## config.mk

```make
export PLATFORM = sky130hd
export DESIGN_NAME = serial_port_with_addr_match
export DESIGN_NICKNAME = d
export VERILOG_FILES = /design/src/rtl/uart_pkg.sv /design/src/rtl/serial_port_with_addr_match.sv
export SDC_FILE = /design/constraint.sdc
export NUM_CORES = 1
export LEC_CHECK = 0
export BUFFER_PORTS_ARGS = -buffer_cell sky130_fd_sc_hd__buf_2
export CORE_MARGIN = 2
export CORE_UTILIZATION = 35
export CTS_CLUSTER_SIZE = 25
export DETAILED_ROUTE_END_ITERATION = 16
export RECOVER_POWER = 25
export SYNTH_ARGS = -nofsm -noshare
export SYNTH_HDL_FRONTEND = slang
export SYNTH_SLANG_ARGS = --single-unit
export TNS_END_PERCENT = 100
```

## constraint.sdc

```tcl
create_clock -name mclk -period 3.4 [get_ports mclk]
set_input_delay 0.17 -clock mclk [delete_from_list [all_inputs] [get_ports mclk]]
set_output_delay 0.17 -clock mclk [all_outputs]
set_load 0.005 [all_outputs]
```

## src/rtl/uart_pkg.sv

```systemverilog
// constants, types and register map of the serial port
package uart_pkg;

  // ----------------------------------------------------------------
  // register offsets
  // ----------------------------------------------------------------
  localparam logic [7:0] OFS_TIMER_ONE_LOW = 8'h8b;
  localparam logic [7:0] OFS_TIMER_ONE_HIGH = 8'h8d;
  localparam logic [7:0] OFS_BAUD_RELOAD = 8'h91;
  localparam logic [7:0] OFS_SERIAL_CONTROL = 8'h98;
  localparam logic [7:0] OFS_SERIAL_DATA = 8'h99;
  localparam logic [7:0] OFS_BAUD_CONTROL = 8'h9b;
  localparam logic [7:0] OFS_STATION_ADDRESS = 8'ha9;
  localparam logic [7:0] OFS_STATION_MASK = 8'hb9;
  localparam logic [7:0] OFS_POWER_CONTROL = 8'hc0;
  localparam logic [7:0] OFS_SERIAL_IO_CONFIG = 8'hc1;
  localparam logic [7:0] OFS_TIMER_ONE_CTRL = 8'hc2;

  // ----------------------------------------------------------------
  // field positions
  // ----------------------------------------------------------------
  // serial control
  localparam int SC_MODE_HIGH = 7;
  localparam int SC_MODE_LOW = 6;
  localparam int SC_ADDR_MATCH = 5;
  localparam int SC_RX_ENABLE = 4;
  localparam int SC_TX_NINTH = 3;
  localparam int SC_RX_NINTH = 2;
  localparam int SC_TX_DONE = 1;
  localparam int SC_RX_DONE = 0;
  // power control
  localparam int PC_BAUD_DOUBLE = 7;
  localparam int PC_FRAME_CHECK = 6;
  // baud control
  localparam int BC_RUN = 4;
  localparam int BC_TX_SOURCE = 3;
  localparam int BC_RX_SOURCE = 2;
  localparam int BC_SPEED = 1;
  localparam int BC_SYNC_SOURCE = 0;
  // serial io config
  localparam int IO_GATE_A = 0;
  localparam int IO_GATE_B = 1;
  // timer one control
  localparam int T1_RUN = 0;

  // ----------------------------------------------------------------
  // reset values and timing
  // ----------------------------------------------------------------
  localparam logic [7:0] RESET_BYTE = 8'h00;
  localparam logic [2:0] PRESCALE_LAST = 3'h5;   // divide by 6
  localparam logic [3:0] OVERSAMPLE_LAST = 4'hf; // 16 ticks per bit
  localparam logic [3:0] START_CHECK = 4'h7;     // centre of start bit
  localparam logic [3:0] FRAME_BITS_M1 = 4'ha;   // 10-bit frame
  localparam logic [3:0] FRAME_BITS_M23 = 4'hb;  // 11-bit frame
  localparam logic [3:0] RX_NINTH_INDEX = 4'h8;  // ninth receive bit
  localparam logic [2:0] SYNC_LAST_BIT = 3'h7;

  // ----------------------------------------------------------------
  // types
  // ----------------------------------------------------------------
  typedef enum logic [1:0]
  {
    MODE_SHIFT = 2'h0,
    MODE_UART8 = 2'h1,
    MODE_UART9_FIXED = 2'h2,
    MODE_UART9_VAR = 2'h3
  } port_mode_e;

  typedef enum logic [2:0]
  {
    TX_IDLE = 3'h1,
    TX_ASYNC = 3'h2,
    TX_SYNC = 3'h4
  } tx_state_e;

  typedef enum logic [2:0]
  {
    RX_IDLE = 3'h1,
    RX_START = 3'h2,
    RX_BITS = 3'h4
  } rx_state_e;

  // register bus request
  typedef struct packed
  {
    logic [7:0] addr;
    logic [7:0] wdata;
    logic wr;
    logic rd;
  } reg_req_s;

endpackage

```

## src/rtl/serial_port_with_addr_match.sv

```systemverilog
// serial port: shift-register mode, three uart modes, address match
`timescale 1ns/10ps

// Overview of operation
// - stop check only when frame check set
// - invalid stop bit sets frame error
// - frame error sticky until software or reset
// - with check, receive done at stop
// - given address compares only masked bits
// - broadcast address is address OR mask
// - reset clears address and mask
// - two mode bits select four modes
// - timer one only in modes 1, 3
// - timer one overflow, doubled by baud_double
// - generator reloads, prescale 1 or 6
// - generator runs on run bit, doubled
// - transmit and receive independent rates in modes 1, 3
// - mode 0 eight clocks, lsb first
// - each bit clock high then low
// - after eighth bit data high, done
// - txd and aux timer outputs gated by output enable input
// - mode 1 ten bits, stop in ninth
// - modes 2, 3 eleven bits, ninth bit
// - separate transmit and receive sources
module serial_port_with_addr_match
(
  input wire logic mclk,
  input wire logic rstn,
  input uart_pkg::reg_req_s req,
  output logic [7:0] rdata,
  input wire logic rxd_in,
  output logic rxd_out,
  output logic rxd_oe,
  output logic txd_out,
  output logic txd_oe,
  input wire logic out_enable_in,
  input wire logic aux_timer_in,
  output logic aux_timer_out,
  output logic aux_timer_oe
);
  import uart_pkg::*;

  // ----------------------------------------------------------------
  // registers and state
  // ----------------------------------------------------------------
  logic [7:0] tl1_reg, th1_reg, brl_reg, brg_cnt_reg; // counters/reloads
  logic [7:0] station_address_reg, station_address_mask_reg; // station address and mask
  logic [7:0] serial_data_buffer_rx_reg; // received byte
  logic [1:0] mode_reg; // port mode bits
  logic sm2_reg, ren_reg, tb8_reg, rb8_reg, ti_reg, ri_reg, fe_reg;
  logic baud_double_reg, frame_check_enable_reg; // power control bits
  logic [4:0] bdr_reg; // baud control bits
  logic [1:0] sio_reg; // output gate config
  logic t1_run_reg; // timer one run
  logic [2:0] t1_pre_reg, brg_pre_reg; // divide by 6 prescalers
  logic t1_half_reg, brg_half_reg; // halve overflow unless doubled
  logic [2:0] m0_pre_reg; // fixed mode 0 rate
  logic rxd_s1_reg, rxd_s2_reg, rxd_d_reg; // rxd synchroniser
  logic oe_s1_reg, oe_s2_reg; // output enable synchroniser
  tx_state_e tx_state_reg;
  rx_state_e rx_state_reg;
  logic [10:0] tx_sh_reg; // async transmit frame
  logic [3:0] tx_tick_reg, tx_bit_reg;
  logic [7:0] m0_sh_reg; // mode 0 shifter
  logic [2:0] m0_bit_reg;
  logic m0_phase_reg, m0_dir_rx_reg; // low half, receiving
  logic [8:0] rx_sh_reg;
  logic [3:0] rx_tick_reg, rx_bit_reg;
  logic [7:0] rdata_next;

  // decoded strobes
  logic wr_serial_control_reg, wr_serial_data_buffer;
  logic t1_ovf, brg_ovf, t1_tick, brg_tick, fixed_tick, m0_tick;
  logic tx_tick, rx_tick, nine_bit, frame_check;
  logic rx_deliver, rx_stop_done, rx_ok, fe_set, ti_set, ri_set;
  logic m0_rx_done, tx_async_done, m0_tx_done;
  logic [8:0] rx_sh_next, rx_word; // shifter next value, delivered word
  logic [3:0] frame_bits;

  // ----------------------------------------------------------------
  // functions
  // ----------------------------------------------------------------
  // register write decode
  function automatic logic hit(input reg_req_s r, input logic [7:0] ofs);
    hit = r.wr && (r.addr == ofs);
  endfunction

  // oversampling tick: overflow halved unless rate doubled
  function automatic logic baud_tick(input logic ovf, input logic half,
                                     input logic dbl);
    baud_tick = ovf && (dbl || half);
  endfunction

  // ----------------------------------------------------------------
  // decode and selects
  // ----------------------------------------------------------------
  assign wr_serial_control_reg = hit(req, OFS_SERIAL_CONTROL);
  assign wr_serial_data_buffer = hit(req, OFS_SERIAL_DATA);
  assign frame_check = frame_check_enable_reg;
  assign nine_bit = mode_reg[1];
  assign frame_bits = nine_bit ? FRAME_BITS_M23 : FRAME_BITS_M1;

  assign t1_ovf = t1_run_reg && (t1_pre_reg == PRESCALE_LAST) && (tl1_reg == 8'hff);
  assign brg_ovf = bdr_reg[BC_RUN] && (bdr_reg[BC_SPEED] || (brg_pre_reg == PRESCALE_LAST))
                   && (brg_cnt_reg == 8'hff);
  assign t1_tick = baud_tick(t1_ovf, t1_half_reg, baud_double_reg);
  assign brg_tick = baud_tick(brg_ovf, brg_half_reg, baud_double_reg);
  assign fixed_tick = (m0_pre_reg == PRESCALE_LAST);
  assign m0_tick = bdr_reg[BC_SYNC_SOURCE] ? brg_tick : fixed_tick;

  // per-direction tick select
  always_comb
  begin
    if (mode_reg == MODE_UART9_FIXED)
    begin
      // fixed 1/32 or 1/16 of the clock: tick every 2 or 1 clocks
      tx_tick = baud_double_reg || t1_half_reg;
      rx_tick = baud_double_reg || t1_half_reg;
    end
    else
    begin
      tx_tick = bdr_reg[BC_TX_SOURCE] ? brg_tick : t1_tick;
      rx_tick = bdr_reg[BC_RX_SOURCE] ? brg_tick : t1_tick;
    end
  end

  // ----------------------------------------------------------------
  // pin synchronisers
  // ----------------------------------------------------------------
  // two flops per pin, third for edge detect
  always_ff @(posedge mclk)
  begin
    if (!rstn)
    begin
      rxd_s1_reg <= 1'b1;
      rxd_s2_reg <= 1'b1;
      rxd_d_reg <= 1'b1;
      oe_s1_reg <= 1'b0;
      oe_s2_reg <= 1'b0;
    end
    else
    begin
      rxd_s1_reg <= rxd_in;
      rxd_s2_reg <= rxd_s1_reg;
      rxd_d_reg <= rxd_s2_reg;
      oe_s1_reg <= out_enable_in;
      oe_s2_reg <= oe_s1_reg;
    end
  end

  // ----------------------------------------------------------------
  // baud sources
  // ----------------------------------------------------------------
  // timer one: 8-bit auto reload at clock / 6
  always_ff @(posedge mclk)
  begin
    if (!rstn)
    begin
      tl1_reg <= RESET_BYTE;
      t1_pre_reg <= 3'h0;
      t1_half_reg <= 1'b0;
    end
    else if (hit(req, OFS_TIMER_ONE_LOW))
      tl1_reg <= req.wdata;
    else
    begin
      // prescale and half toggle; half also paces mode 2
      t1_pre_reg <= (t1_pre_reg == PRESCALE_LAST) ? 3'h0 : t1_pre_reg + 3'h1;
      if (t1_ovf || (mode_reg == MODE_UART9_FIXED))
        t1_half_reg <= ~t1_half_reg;
      if (t1_ovf)
        tl1_reg <= th1_reg;
      else if (t1_run_reg && (t1_pre_reg == PRESCALE_LAST))
        tl1_reg <= tl1_reg + 8'h01;
    end
  end

  // internal generator
  always_ff @(posedge mclk)
  begin
    if (!rstn)
    begin
      brg_cnt_reg <= RESET_BYTE;
      brg_pre_reg <= 3'h0;
      brg_half_reg <= 1'b0;
    end
    else if (!bdr_reg[BC_RUN])
    begin
      brg_cnt_reg <= brl_reg;
      brg_pre_reg <= 3'h0;
    end
    else
    begin
      brg_pre_reg <= (brg_pre_reg == PRESCALE_LAST) ? 3'h0 : brg_pre_reg + 3'h1;
      if (brg_ovf)
      begin
        brg_cnt_reg <= brl_reg;
        brg_half_reg <= ~brg_half_reg;
      end
      else if (bdr_reg[BC_SPEED] || (brg_pre_reg == PRESCALE_LAST))
        brg_cnt_reg <= brg_cnt_reg + 8'h01;
    end
  end

  // fixed mode 0 phase rate
  always_ff @(posedge mclk)
  begin
    if (!rstn)
      m0_pre_reg <= 3'h0;
    else
      m0_pre_reg <= fixed_tick ? 3'h0 : m0_pre_reg + 3'h1;
  end

  // ----------------------------------------------------------------
  // software registers
  // ----------------------------------------------------------------
  // plain control registers
  always_ff @(posedge mclk)
  begin
    if (!rstn)
    begin
      th1_reg <= RESET_BYTE;
      brl_reg <= RESET_BYTE;
      station_address_reg <= RESET_BYTE;
      station_address_mask_reg <= RESET_BYTE;
      baud_double_reg <= 1'b0;
      frame_check_enable_reg <= 1'b0;
      bdr_reg <= 5'h00;
      sio_reg <= 2'h0;
      t1_run_reg <= 1'b0;
    end
    else if (req.wr)
    begin
      case (req.addr)
        OFS_TIMER_ONE_HIGH: th1_reg <= req.wdata;
        OFS_BAUD_RELOAD: brl_reg <= req.wdata;
        OFS_STATION_ADDRESS: station_address_reg <= req.wdata;
        OFS_STATION_MASK: station_address_mask_reg <= req.wdata;
        OFS_POWER_CONTROL:
        begin
          baud_double_reg <= req.wdata[PC_BAUD_DOUBLE];
          frame_check_enable_reg <= req.wdata[PC_FRAME_CHECK];
        end
        OFS_BAUD_CONTROL: bdr_reg <= req.wdata[4:0];
        OFS_SERIAL_IO_CONFIG: sio_reg <= req.wdata[1:0];
        OFS_TIMER_ONE_CTRL: t1_run_reg <= req.wdata[T1_RUN];
        default: t1_run_reg <= t1_run_reg;
      endcase
    end
  end

  // serial control bits and receive buffer; hardware set beats clear
  always_ff @(posedge mclk)
  begin
    if (!rstn)
    begin
      mode_reg <= MODE_SHIFT;
      {sm2_reg, ren_reg, tb8_reg, rb8_reg} <= 4'h0;
      {ti_reg, ri_reg, fe_reg} <= 3'h0;
      serial_data_buffer_rx_reg <= RESET_BYTE;
    end
    else
    begin
      if (wr_serial_control_reg)
      begin
        // bit 7 is the frame error flag while checking is on
        if (!frame_check)
          mode_reg[1] <= req.wdata[SC_MODE_HIGH];
        mode_reg[0] <= req.wdata[SC_MODE_LOW];
        sm2_reg <= req.wdata[SC_ADDR_MATCH];
        ren_reg <= req.wdata[SC_RX_ENABLE];
        tb8_reg <= req.wdata[SC_TX_NINTH];
        rb8_reg <= req.wdata[SC_RX_NINTH];
      end
      ti_reg <= ti_set || (wr_serial_control_reg ? req.wdata[SC_TX_DONE] : ti_reg);
      ri_reg <= ri_set || (wr_serial_control_reg ? req.wdata[SC_RX_DONE] : ri_reg);
      fe_reg <= fe_set || ((wr_serial_control_reg && frame_check) ? req.wdata[SC_MODE_HIGH] : fe_reg);
      if (m0_rx_done)
        serial_data_buffer_rx_reg <= {rxd_s2_reg, m0_sh_reg[7:1]};
      else if (rx_deliver && rx_ok)
      begin
        serial_data_buffer_rx_reg <= rx_word[7:0];
        rb8_reg <= rx_word[8];
      end
    end
  end

  // registered read data
  always_comb
  begin
    case (req.addr)
      OFS_TIMER_ONE_LOW: rdata_next = tl1_reg;
      OFS_TIMER_ONE_HIGH: rdata_next = th1_reg;
      OFS_BAUD_RELOAD: rdata_next = brl_reg;
      OFS_SERIAL_CONTROL: rdata_next = {frame_check ? fe_reg : mode_reg[1], mode_reg[0],
                                        sm2_reg, ren_reg, tb8_reg, rb8_reg, ti_reg, ri_reg};
      OFS_SERIAL_DATA: rdata_next = serial_data_buffer_rx_reg;
      OFS_BAUD_CONTROL: rdata_next = {3'h0, bdr_reg};
      OFS_STATION_ADDRESS: rdata_next = station_address_reg;
      OFS_STATION_MASK: rdata_next = station_address_mask_reg;
      OFS_POWER_CONTROL: rdata_next = {baud_double_reg, frame_check_enable_reg, 6'h00};
      OFS_SERIAL_IO_CONFIG: rdata_next = {6'h00, sio_reg};
      OFS_TIMER_ONE_CTRL: rdata_next = {7'h00, t1_run_reg};
      default: rdata_next = 8'h00;
    endcase
  end

  always_ff @(posedge mclk)
  begin
    if (!rstn)
      rdata <= 8'h00;
    else if (req.rd)
      rdata <= rdata_next;
  end

  // ----------------------------------------------------------------
  // transmitter and mode 0 engine
  // ----------------------------------------------------------------
  assign tx_async_done = (tx_state_reg == TX_ASYNC) && tx_tick
                         && (tx_tick_reg == OVERSAMPLE_LAST) && (tx_bit_reg == frame_bits - 4'h1);
  assign m0_tx_done = (tx_state_reg == TX_SYNC) && m0_tick && m0_phase_reg
                      && (m0_bit_reg == SYNC_LAST_BIT);
  assign m0_rx_done = m0_tx_done && m0_dir_rx_reg;
  assign ti_set = (m0_tx_done && !m0_dir_rx_reg) || tx_async_done;

  always_ff @(posedge mclk)
  begin
    if (!rstn)
    begin
      tx_state_reg <= TX_IDLE;
      tx_sh_reg <= 11'h7ff;
      {tx_tick_reg, tx_bit_reg} <= 8'h00;
      m0_sh_reg <= RESET_BYTE;
      m0_bit_reg <= 3'h0;
      m0_phase_reg <= 1'b0;
      m0_dir_rx_reg <= 1'b0;
    end
    else
    begin
      case (tx_state_reg)
        TX_IDLE:
        begin
          if (wr_serial_data_buffer && (mode_reg == MODE_SHIFT))
          begin
            m0_sh_reg <= req.wdata;
            {m0_bit_reg, m0_phase_reg, m0_dir_rx_reg} <= 5'h00;
            tx_state_reg <= TX_SYNC;
          end
          else if (wr_serial_control_reg && (req.wdata[7:6] == 2'h0) && req.wdata[SC_RX_ENABLE]
                   && !req.wdata[SC_RX_DONE] && !frame_check)
          begin
            {m0_bit_reg, m0_phase_reg} <= 4'h0;
            m0_dir_rx_reg <= 1'b1;
            tx_state_reg <= TX_SYNC;
          end
          else if (wr_serial_data_buffer)
          begin
            // stop, ninth or stop, data, start
            tx_sh_reg <= {1'b1, nine_bit ? tb8_reg : 1'b1, req.wdata, 1'b0};
            {tx_tick_reg, tx_bit_reg} <= 8'h00;
            tx_state_reg <= TX_ASYNC;
          end
        end
        TX_ASYNC:
        begin
          if (tx_tick)
          begin
            tx_tick_reg <= tx_tick_reg + 4'h1;
            if (tx_tick_reg == OVERSAMPLE_LAST)
            begin
              tx_sh_reg <= {1'b1, tx_sh_reg[10:1]};
              tx_bit_reg <= tx_bit_reg + 4'h1;
              if (tx_async_done)
                tx_state_reg <= TX_IDLE;
            end
          end
        end
        TX_SYNC:
        begin
          if (m0_tick)
          begin
            m0_phase_reg <= ~m0_phase_reg;
            if (m0_phase_reg)
            begin
              m0_sh_reg <= {m0_dir_rx_reg ? rxd_s2_reg : 1'b1, m0_sh_reg[7:1]};
              m0_bit_reg <= m0_bit_reg + 3'h1;
              if (m0_bit_reg == SYNC_LAST_BIT)
                tx_state_reg <= TX_IDLE;
            end
          end
        end
        default: tx_state_reg <= TX_IDLE;
      endcase
    end
  end

  // pin drive
  always_comb
  begin
    txd_oe = !sio_reg[IO_GATE_A] || oe_s2_reg;
    aux_timer_oe = !sio_reg[IO_GATE_B] || oe_s2_reg;
    aux_timer_out = aux_timer_in;
    if (mode_reg == MODE_SHIFT)
    begin
      txd_out = (tx_state_reg == TX_SYNC) ? !m0_phase_reg : 1'b1;
      rxd_oe = !((tx_state_reg == TX_SYNC) && m0_dir_rx_reg);
      rxd_out = (tx_state_reg == TX_SYNC) ? m0_sh_reg[0] : 1'b1;
    end
    else
    begin
      txd_out = (tx_state_reg == TX_ASYNC) ? tx_sh_reg[0] : 1'b1;
      rxd_oe = 1'b0;
      rxd_out = 1'b1;
    end
  end

  // ----------------------------------------------------------------
  // asynchronous receiver
  // ----------------------------------------------------------------
  assign rx_sh_next = {rxd_s2_reg, rx_sh_reg[8:1]};
  // delivered at the stop sample, the shifter already holds data and ninth bit
  assign rx_word = (frame_check && nine_bit) ? rx_sh_reg : rx_sh_next;
  // delivery at ninth bit, or at stop when checking
  assign rx_deliver = (rx_state_reg == RX_BITS) && rx_tick && (rx_tick_reg == OVERSAMPLE_LAST)
                      && (rx_bit_reg == ((frame_check && nine_bit) ? RX_NINTH_INDEX + 4'h1
                                                                  : RX_NINTH_INDEX));
  // stop sample: mode 1 ninth bit, modes 2, 3 the bit after
  assign rx_stop_done = (rx_state_reg == RX_BITS) && rx_tick && (rx_tick_reg == OVERSAMPLE_LAST)
                        && (rx_bit_reg == (nine_bit ? RX_NINTH_INDEX + 4'h1 : RX_NINTH_INDEX));
  assign fe_set = frame_check && rx_stop_done && !rxd_s2_reg;
  assign ri_set = m0_rx_done || (rx_deliver && rx_ok);

  // acceptance with address recognition
  always_comb
  begin
    logic [7:0] a;
    logic [7:0] bcast;
    logic given_hit, bcast_hit;
    a = rx_word[7:0];
    given_hit = ((a ^ station_address_reg) & station_address_mask_reg) == 8'h00;
    bcast = station_address_reg | station_address_mask_reg;
    bcast_hit = ((a ^ bcast) & bcast) == 8'h00;
    if (ri_reg)
      rx_ok = 1'b0;
    else if (!sm2_reg)
      rx_ok = 1'b1;
    else if (nine_bit)
      rx_ok = rx_word[8] && (given_hit || bcast_hit);
    else
      rx_ok = rx_word[8];
  end

  always_ff @(posedge mclk)
  begin
    if (!rstn)
    begin
      rx_state_reg <= RX_IDLE;
      rx_sh_reg <= 9'h000;
      {rx_tick_reg, rx_bit_reg} <= 8'h00;
    end
    else
    begin
      case (rx_state_reg)
        RX_IDLE:
        begin
          if (ren_reg && (mode_reg != MODE_SHIFT) && rxd_d_reg && !rxd_s2_reg)
          begin
            {rx_tick_reg, rx_bit_reg} <= 8'h00;
            rx_state_reg <= RX_START;
          end
        end
        RX_START:
        begin
          if (rx_tick)
          begin
            rx_tick_reg <= rx_tick_reg + 4'h1;
            if (rx_tick_reg == START_CHECK)
            begin
              rx_tick_reg <= 4'h0;
              rx_state_reg <= rxd_s2_reg ? RX_IDLE : RX_BITS;
            end
          end
        end
        RX_BITS:
        begin
          if (rx_tick)
          begin
            rx_tick_reg <= rx_tick_reg + 4'h1;
            if (rx_tick_reg == OVERSAMPLE_LAST)
            begin
              rx_bit_reg <= rx_bit_reg + 4'h1;
              if (rx_bit_reg <= RX_NINTH_INDEX)
                rx_sh_reg <= rx_sh_next;
              if (rx_stop_done)
                rx_state_reg <= RX_IDLE;
            end
          end
        end
        default: rx_state_reg <= RX_IDLE;
      endcase
    end
  end

endmodule // serial_port_with_addr_match

```

==> impl_metrics.ini, run 1 <==
[layout]
final_nets = 1068
drive_above_1_share = 0.103
largest_reg_flops = 10
nFillCells = 2315
final_area_um2 = 9060
area_growth_pct = 11.7
ff_latch_area_um2 = 3060
multi_input_area_um2 = 4690
n_antenna_cell = 0

[yosys]
syn-instance-count = 1022
synthAdderAreaFrac = 0.0201
synth_compound_area_frac = 0.188
ys_types = 77
syn_area_per_cell_um2 = 7.94
netlist_area_um2 = 8110
synth_top_family_by_area = simple AND/OR/NAND/NOR gates
ys_warn_count = 0
synth-seq-area-share = 0.378
syn_nets = 1058
synthSimpleGateAreaFrac = 0.263
yosysTopAreaCellShare = 0.378
synth_xor_area_frac = 0.0194
ys.flop_type = dfxtp_1
synthArstFlopShare = 0
synthTopCellsByArea = dfxtp_1, mux2i_1, nand2_1
ys_ff_latch = 153
synth_top_area_cell = dfxtp_1
synth-edff-count = 0
muxShareOfSynthArea = 0.0889

[power]
p_leak_nw = 3.35
p_per_area_nw_per_um2 = 410
pwr-share-comb = 0.046
internal_power_mw = 2.81
power.share.clock = 0.467
p_seq_frac = 0.487
power_switching_share = 0.243
irDropWorstVdd_v = 0.000192
switchingPower_uw = 904

[placement]
place.gp.congestion = 0.876
dpl.hpwl_um = 16600
pre_cts_ws_ns = 0.428
io_buffers = 34
dpl_cell_area_um2 = 8540

[critical_path]
arrival_ns = 3.39
ff2ff_setup_slack_ns = 0.38
path_delay_family = simple AND/OR/NAND/NOR gates
cp_num_buf_inv = 0
worstPathRequired_ns = 3.77
cp_max_fo = 18
cpMostUsedCell = nand3_1
rr_endpoint = serial_data_buffer_rx_reg[6]
cpPeakStageDelay_ns = 0.63
rr_worst_depth = 8
r2r-start = brg_cnt_reg[0]
startpoint = brg_cnt_reg[0]
setup.worst_path.end_class = flip-flop
cp_cell_sequence = ha_1, nand3_1, or4b_1, nor3_4, o2111ai_2, a2111o_1, or4_1, nand3_1
cp-start-kind = flip-flop
cp.depth = 8
critPathSlowestCell = or4b_1
endpoint = serial_data_buffer_rx_reg[6]
critPathKind = reg -> reg

[timing]
max_slew_margin = 0.329
rsz0062_at_grt = no
setup_viol = 0
fin_crit_sh = 0.888
finalHoldViolations = 0
tns_ns = 0
setup_ws_ns = 0.382
timing.hold.ws_ns = 0.136
tightest_slew_ns = 1.01
drv_slew = 0
min_period_ns = 3.02
fin_skew_ns = 0.0108
fmax_mhz = 331

[drt]
firstDrtPassIters = 6
via_per_inst = 5.60
drc = 0
avgRoutedWirePerCell_um = 18.0
drtAntennaViolNets = 0
drt-initial-drc-count = 656
wl_um = 24000
vias = 7438

[run]
cap_violations = 0

[cts]
hold_buffers = 2
cts.sinks = 153
cts_root_buf = clkbuf_16
postCtsSetupRepairBufs = 0
cts_max_path_buffers = 2
cts_tree = done
cts-htree-levels = 4
cts_resized = 0
clkLatencyLatePin_ns = 0.43
numCtsBuffers = 17
clk_pin_slew_ns = 0.06

[grt]
grt_pass1_vias = 6978
grt_pass1_wl_um = 38200
antenna_found_initial = 0
grt_usage = 0.201
overflow = 0
grt_max_degree = 89

[die]
fp.dieH_um = 156
dieWidth_um = 156
fp-row-count = 55
initial_utilization = 0.357
dieArea_um2 = 24400
io_pins = 37
core_um2 = 22700

[hold_path]
hp-class = in -> reg

[status]
outcome = finished clean
## power by group through the flow
stage	clock [mW]	sequential (mW)	combinational, mW
final	1.74	1.81	0.171
after global placement	0	1.85	0.168
after global routing	1.85	1.81	0.185
after floorplan	0	1.85	0.105
after detailed placement	0	1.85	0.169
after CTS	1.77	1.81	0.171
## per-stage QoR
step / std cells / util / power (mW)
5_1_grt: 1329 / 0.399 / 3.85
4_1_cts: 1329 / 0.400 / 3.75
6_report: 1329 / 0.399 / 3.72
3_5_place_dp: 1296 / 0.376 / 2.02
2_1_floorplan: 1022 / - / 1.95
3_3_place_gp: 1296 / 0.376 / 2.02
## cell usage in the layout (no fill, tap or decap), types with 17 or more instances in the layout
cell type and count:
inv_1 18, dfxtp_1 153, mux2i_1 54, and2_1 18
buf_4 19, nor2_1 111, nand2_1 140, clkbuf_16 17
nand2b_1 19, buf_2 25, nand3_1 59, a21oi_1 78
o21ai_0 62, a31oi_1 19
## how the worst min path moves through the flow
stage / startpoint / end / slack (ns) / cells past startpoint
finish: req[5] / tb8_reg / 0.14 / 3
global route: req[5] / tb8_reg / 0.15 / 3
CTS: req[4] / tl1_reg[2] / 0.14 / 3
detailed placement: aux_timer_in / aux_timer_out / 0.34 / 0
global placement: aux_timer_in / aux_timer_out / 0.34 / 0
floorplan: rxd_in / rxd_s1_reg / 0.27 / 1
## cell usage after synthesis (all sizes together) (4+ instances only)
cell    instances
a21oi          78
nand2b         19
dfxtp         153
or4            10
or3             6
mux2           16
and3           11
buf             9
or2             6
clkbuf         58
nand4           4
a22o            5
inv            18
o211ai          6
a22oi          15
o21a            5
o31ai           4
xor2            7
nor4            5
nor3           10
a221oi          4
ha             13
mux2i          54
a311oi          8
nor3b           7
and2           20
nor2          111
o21ai          63
xnor2          11
a211oi          7
nand2         141
nand3          60
a31oi          19
nor2b          10
## worst register-to-register path, cell delays in order, from the launching register on
cell,delay [ns]
dfxtp_1,0.39
ha_1,0.25
nand3_1,0.09
or4b_1,0.63
nor3_4,0.25
o2111ai_2,0.18
a2111o_1,0.53
or4_1,0.55
nand3_1,0.10
## cell type report
cell class	instances	area share
clock buffers	20	0.0504
flip-flops and latches	153	0.338
well taps	285	0.0394
inverters	19	0.00801
clock inverters	11	0.00829
repair buffers	58	0.0385
multi-input cells	783	0.517
## routing by layer
metal,global-route usage,share of wire,vias up
li1,-,-,3670
met1,0.272,0.47,3521
met2,0.319,0.45,208
met3,0.0410,0.052,39
met4,0.0690,0.025,0
met5,0,0,-
## cells by family after synthesis
group,after synthesis
adder cells (fa/ha/maj),13
XOR/XNOR,18
buffers and inverters,86
multiplexers,70
AO/OA/AOI/OAI,244
AND/OR/NAND/NOR,438
flip-flops,153
(Power assumes the default switching activity.)
==> run 2, diff against run 1 <==
--- a/config.mk
+++ b/config.mk
@@ -10,6 +10,7 @@
 export CORE_UTILIZATION = 35
 export CTS_CLUSTER_SIZE = 25
 export DETAILED_ROUTE_END_ITERATION = 16
+export PLACE_DENSITY = 0.58
 export RECOVER_POWER = 25
 export SYNTH_ARGS = -nofsm -noshare
 export SYNTH_HDL_FRONTEND = slang
==> run 2 against run 1 <==
Against the previous run: the flow now finishes with violations (max-capacitance violations, max-slew violations); non-clock buffer count up 1; clock power up 7%; final cell count up 0.23%; critical endpoint is now serial_data_buffer_rx_reg[3]; critical path type unchanged; largest cell class unchanged.
==> impl_metrics.ini, run 2 (synthesized netlist as in run 1, its figures left out) <==
[power]
p_per_area_nw_per_um2 = 422
irDropWorstVdd_v = 0.000315
p_leak_nw = 3.39
power_mw = 3.85

[grt]
antenna_found_initial = 1
grt_pass1_wl_um = 38400
grt_pass1_vias = 6935
overflow = 0
grt_max_degree = 81
grt_usage = 0.201

[timing]
fmax_mhz = 327
setup_viol = 0
tns_ns = 0
timing.hold.ws_ns = 0.145
finalHoldViolations = 0
setup_ws_ns = 0.340
fin_crit_sh = 0.900
min_period_ns = 3.06
max_slew_margin = -0.172
tightest_slew_ns = 1.76
fin_skew_ns = 0.0100
rsz0062_at_grt = no
drv_slew = 81

[die]
core_um2 = 22700
initial_utilization = 0.357
io_pins = 37
dieWidth_um = 156
fp.dieH_um = 156
dieArea_um2 = 24400
fp-row-count = 55

[cts]
numCtsBuffers = 17
clkLatencyLatePin_ns = 0.42
cts_max_path_buffers = 2
cts_tree = done
cts_root_buf = clkbuf_16
postCtsSetupRepairBufs = 0
clk_pin_slew_ns = 0.06
cts-htree-levels = 4
cts.sinks = 153

[critical_path]
cpPeakStageDelay_ns = 0.68
critPathSlowestCell = or4b_1
setup.worst_path.end_class = flip-flop
cp_cell_sequence = ha_1, a21oi_1, or4b_1, nor3_4, o2111ai_2, a2111o_1, or4_1, nand3_1
cp_max_fo = 18
arrival_ns = 3.42
cp.depth = 8
cp-start-kind = flip-flop
path_delay_family = simple AND/OR/NAND/NOR gates
rr_worst_depth = 8
critPathKind = reg -> reg
worstPathRequired_ns = 3.76
cp_num_buf_inv = 0

[placement]
dp.cells = 1297
pre_cts_ws_ns = 0.374
place.gp.congestion = 0.875
io_buffers = 34
dpl_cell_area_um2 = 8530
dpl.hpwl_um = 16900

[layout]
final_cell_mix = dfxtp_1, nand2_1, nor2_1
final_nets = 1069
drive_above_1_share = 0.107
final_area_um2 = 9120
instances_no_fill = 1332
mostFrequentLayoutCell = dfxtp_1
area_growth_pct = 12.4
final_util = 0.401
ff_latch_area_um2 = 3060
nFillCells = 2326
multi_input_area_um2 = 4700
largest_reg_flops = 10

[drt]
vias = 7431
avgRoutedWirePerCell_um = 18.1
drt-initial-drc-count = 683
drc = 0
wl_um = 24100
via_per_inst = 5.58
firstDrtPassIters = 6
drtAntennaViolNets = 0

[hold_path]
worstHoldPathCells = 3
hp-class = in -> reg

[run]
cap_violations = 1

[status]
outcome = finished with violations
violations = max-capacitance violations, max-slew violations
-- run 2: cell count changes in the layout (fill, tap and decap cells not counted), moves of 2 or more --
cell        previous run  this run
clkinv_4               1         3
clkbuf_1              12        10
clkinvlp_4             5         2
bufinv_16              0         2
buf_4                 19        22
-- run 2: repair_timing --
action,CTS,global route
gates resized for setup,0,0
hold buffers,2,0
hold endpoints to repair,2,0
setup endpoints to repair,0,0
-- run 2: tightest hold or removal path: stages --
cell and delay, ns:
buf_2 0.16, nand2b_1 0.12, a21oi_1 0.05
-- run 2: power breakdown --
part | switching, mW | internal [mW] | total, mW
Combinational | 0.124 | 0.0459 | 0.170
Clock | 0.772 | 1.10 | 1.87
Sequential | 0.00864 | 1.80 | 1.81
-- run 2: layer usage --
layer,global-route usage,vias to the layer above,share of wire
met4,0.0931,0,0.033
met1,0.273,3492,0.46
met2,0.315,226,0.45
met3,0.0307,44,0.055
met5,0,-,0
li1,-,3669,-
-- run 2: layout make-up --
cell class | instances | area share
antenna | 1 | 0.000274
timing repair buffer | 59 | 0.0384
sequential | 153 | 0.336
clock inverter | 12 | 0.0139
tap | 285 | 0.0391
inverter | 19 | 0.00796
clock buffer | 20 | 0.0490
multi-input combinational | 783 | 0.515
-- run 2: path summary, 6_finish.rpt --
kind,start,end,slack [ns]
worst max-delay path,brg_pre_reg[0],serial_data_buffer_rx_reg[3],0.34
worst min-delay path,req[0],rdata[0],0.14
worst max register to register,brg_pre_reg[0],serial_data_buffer_rx_reg[3],0.34
worst min register to register,rxd_s1_reg,rxd_s2_reg,0.41
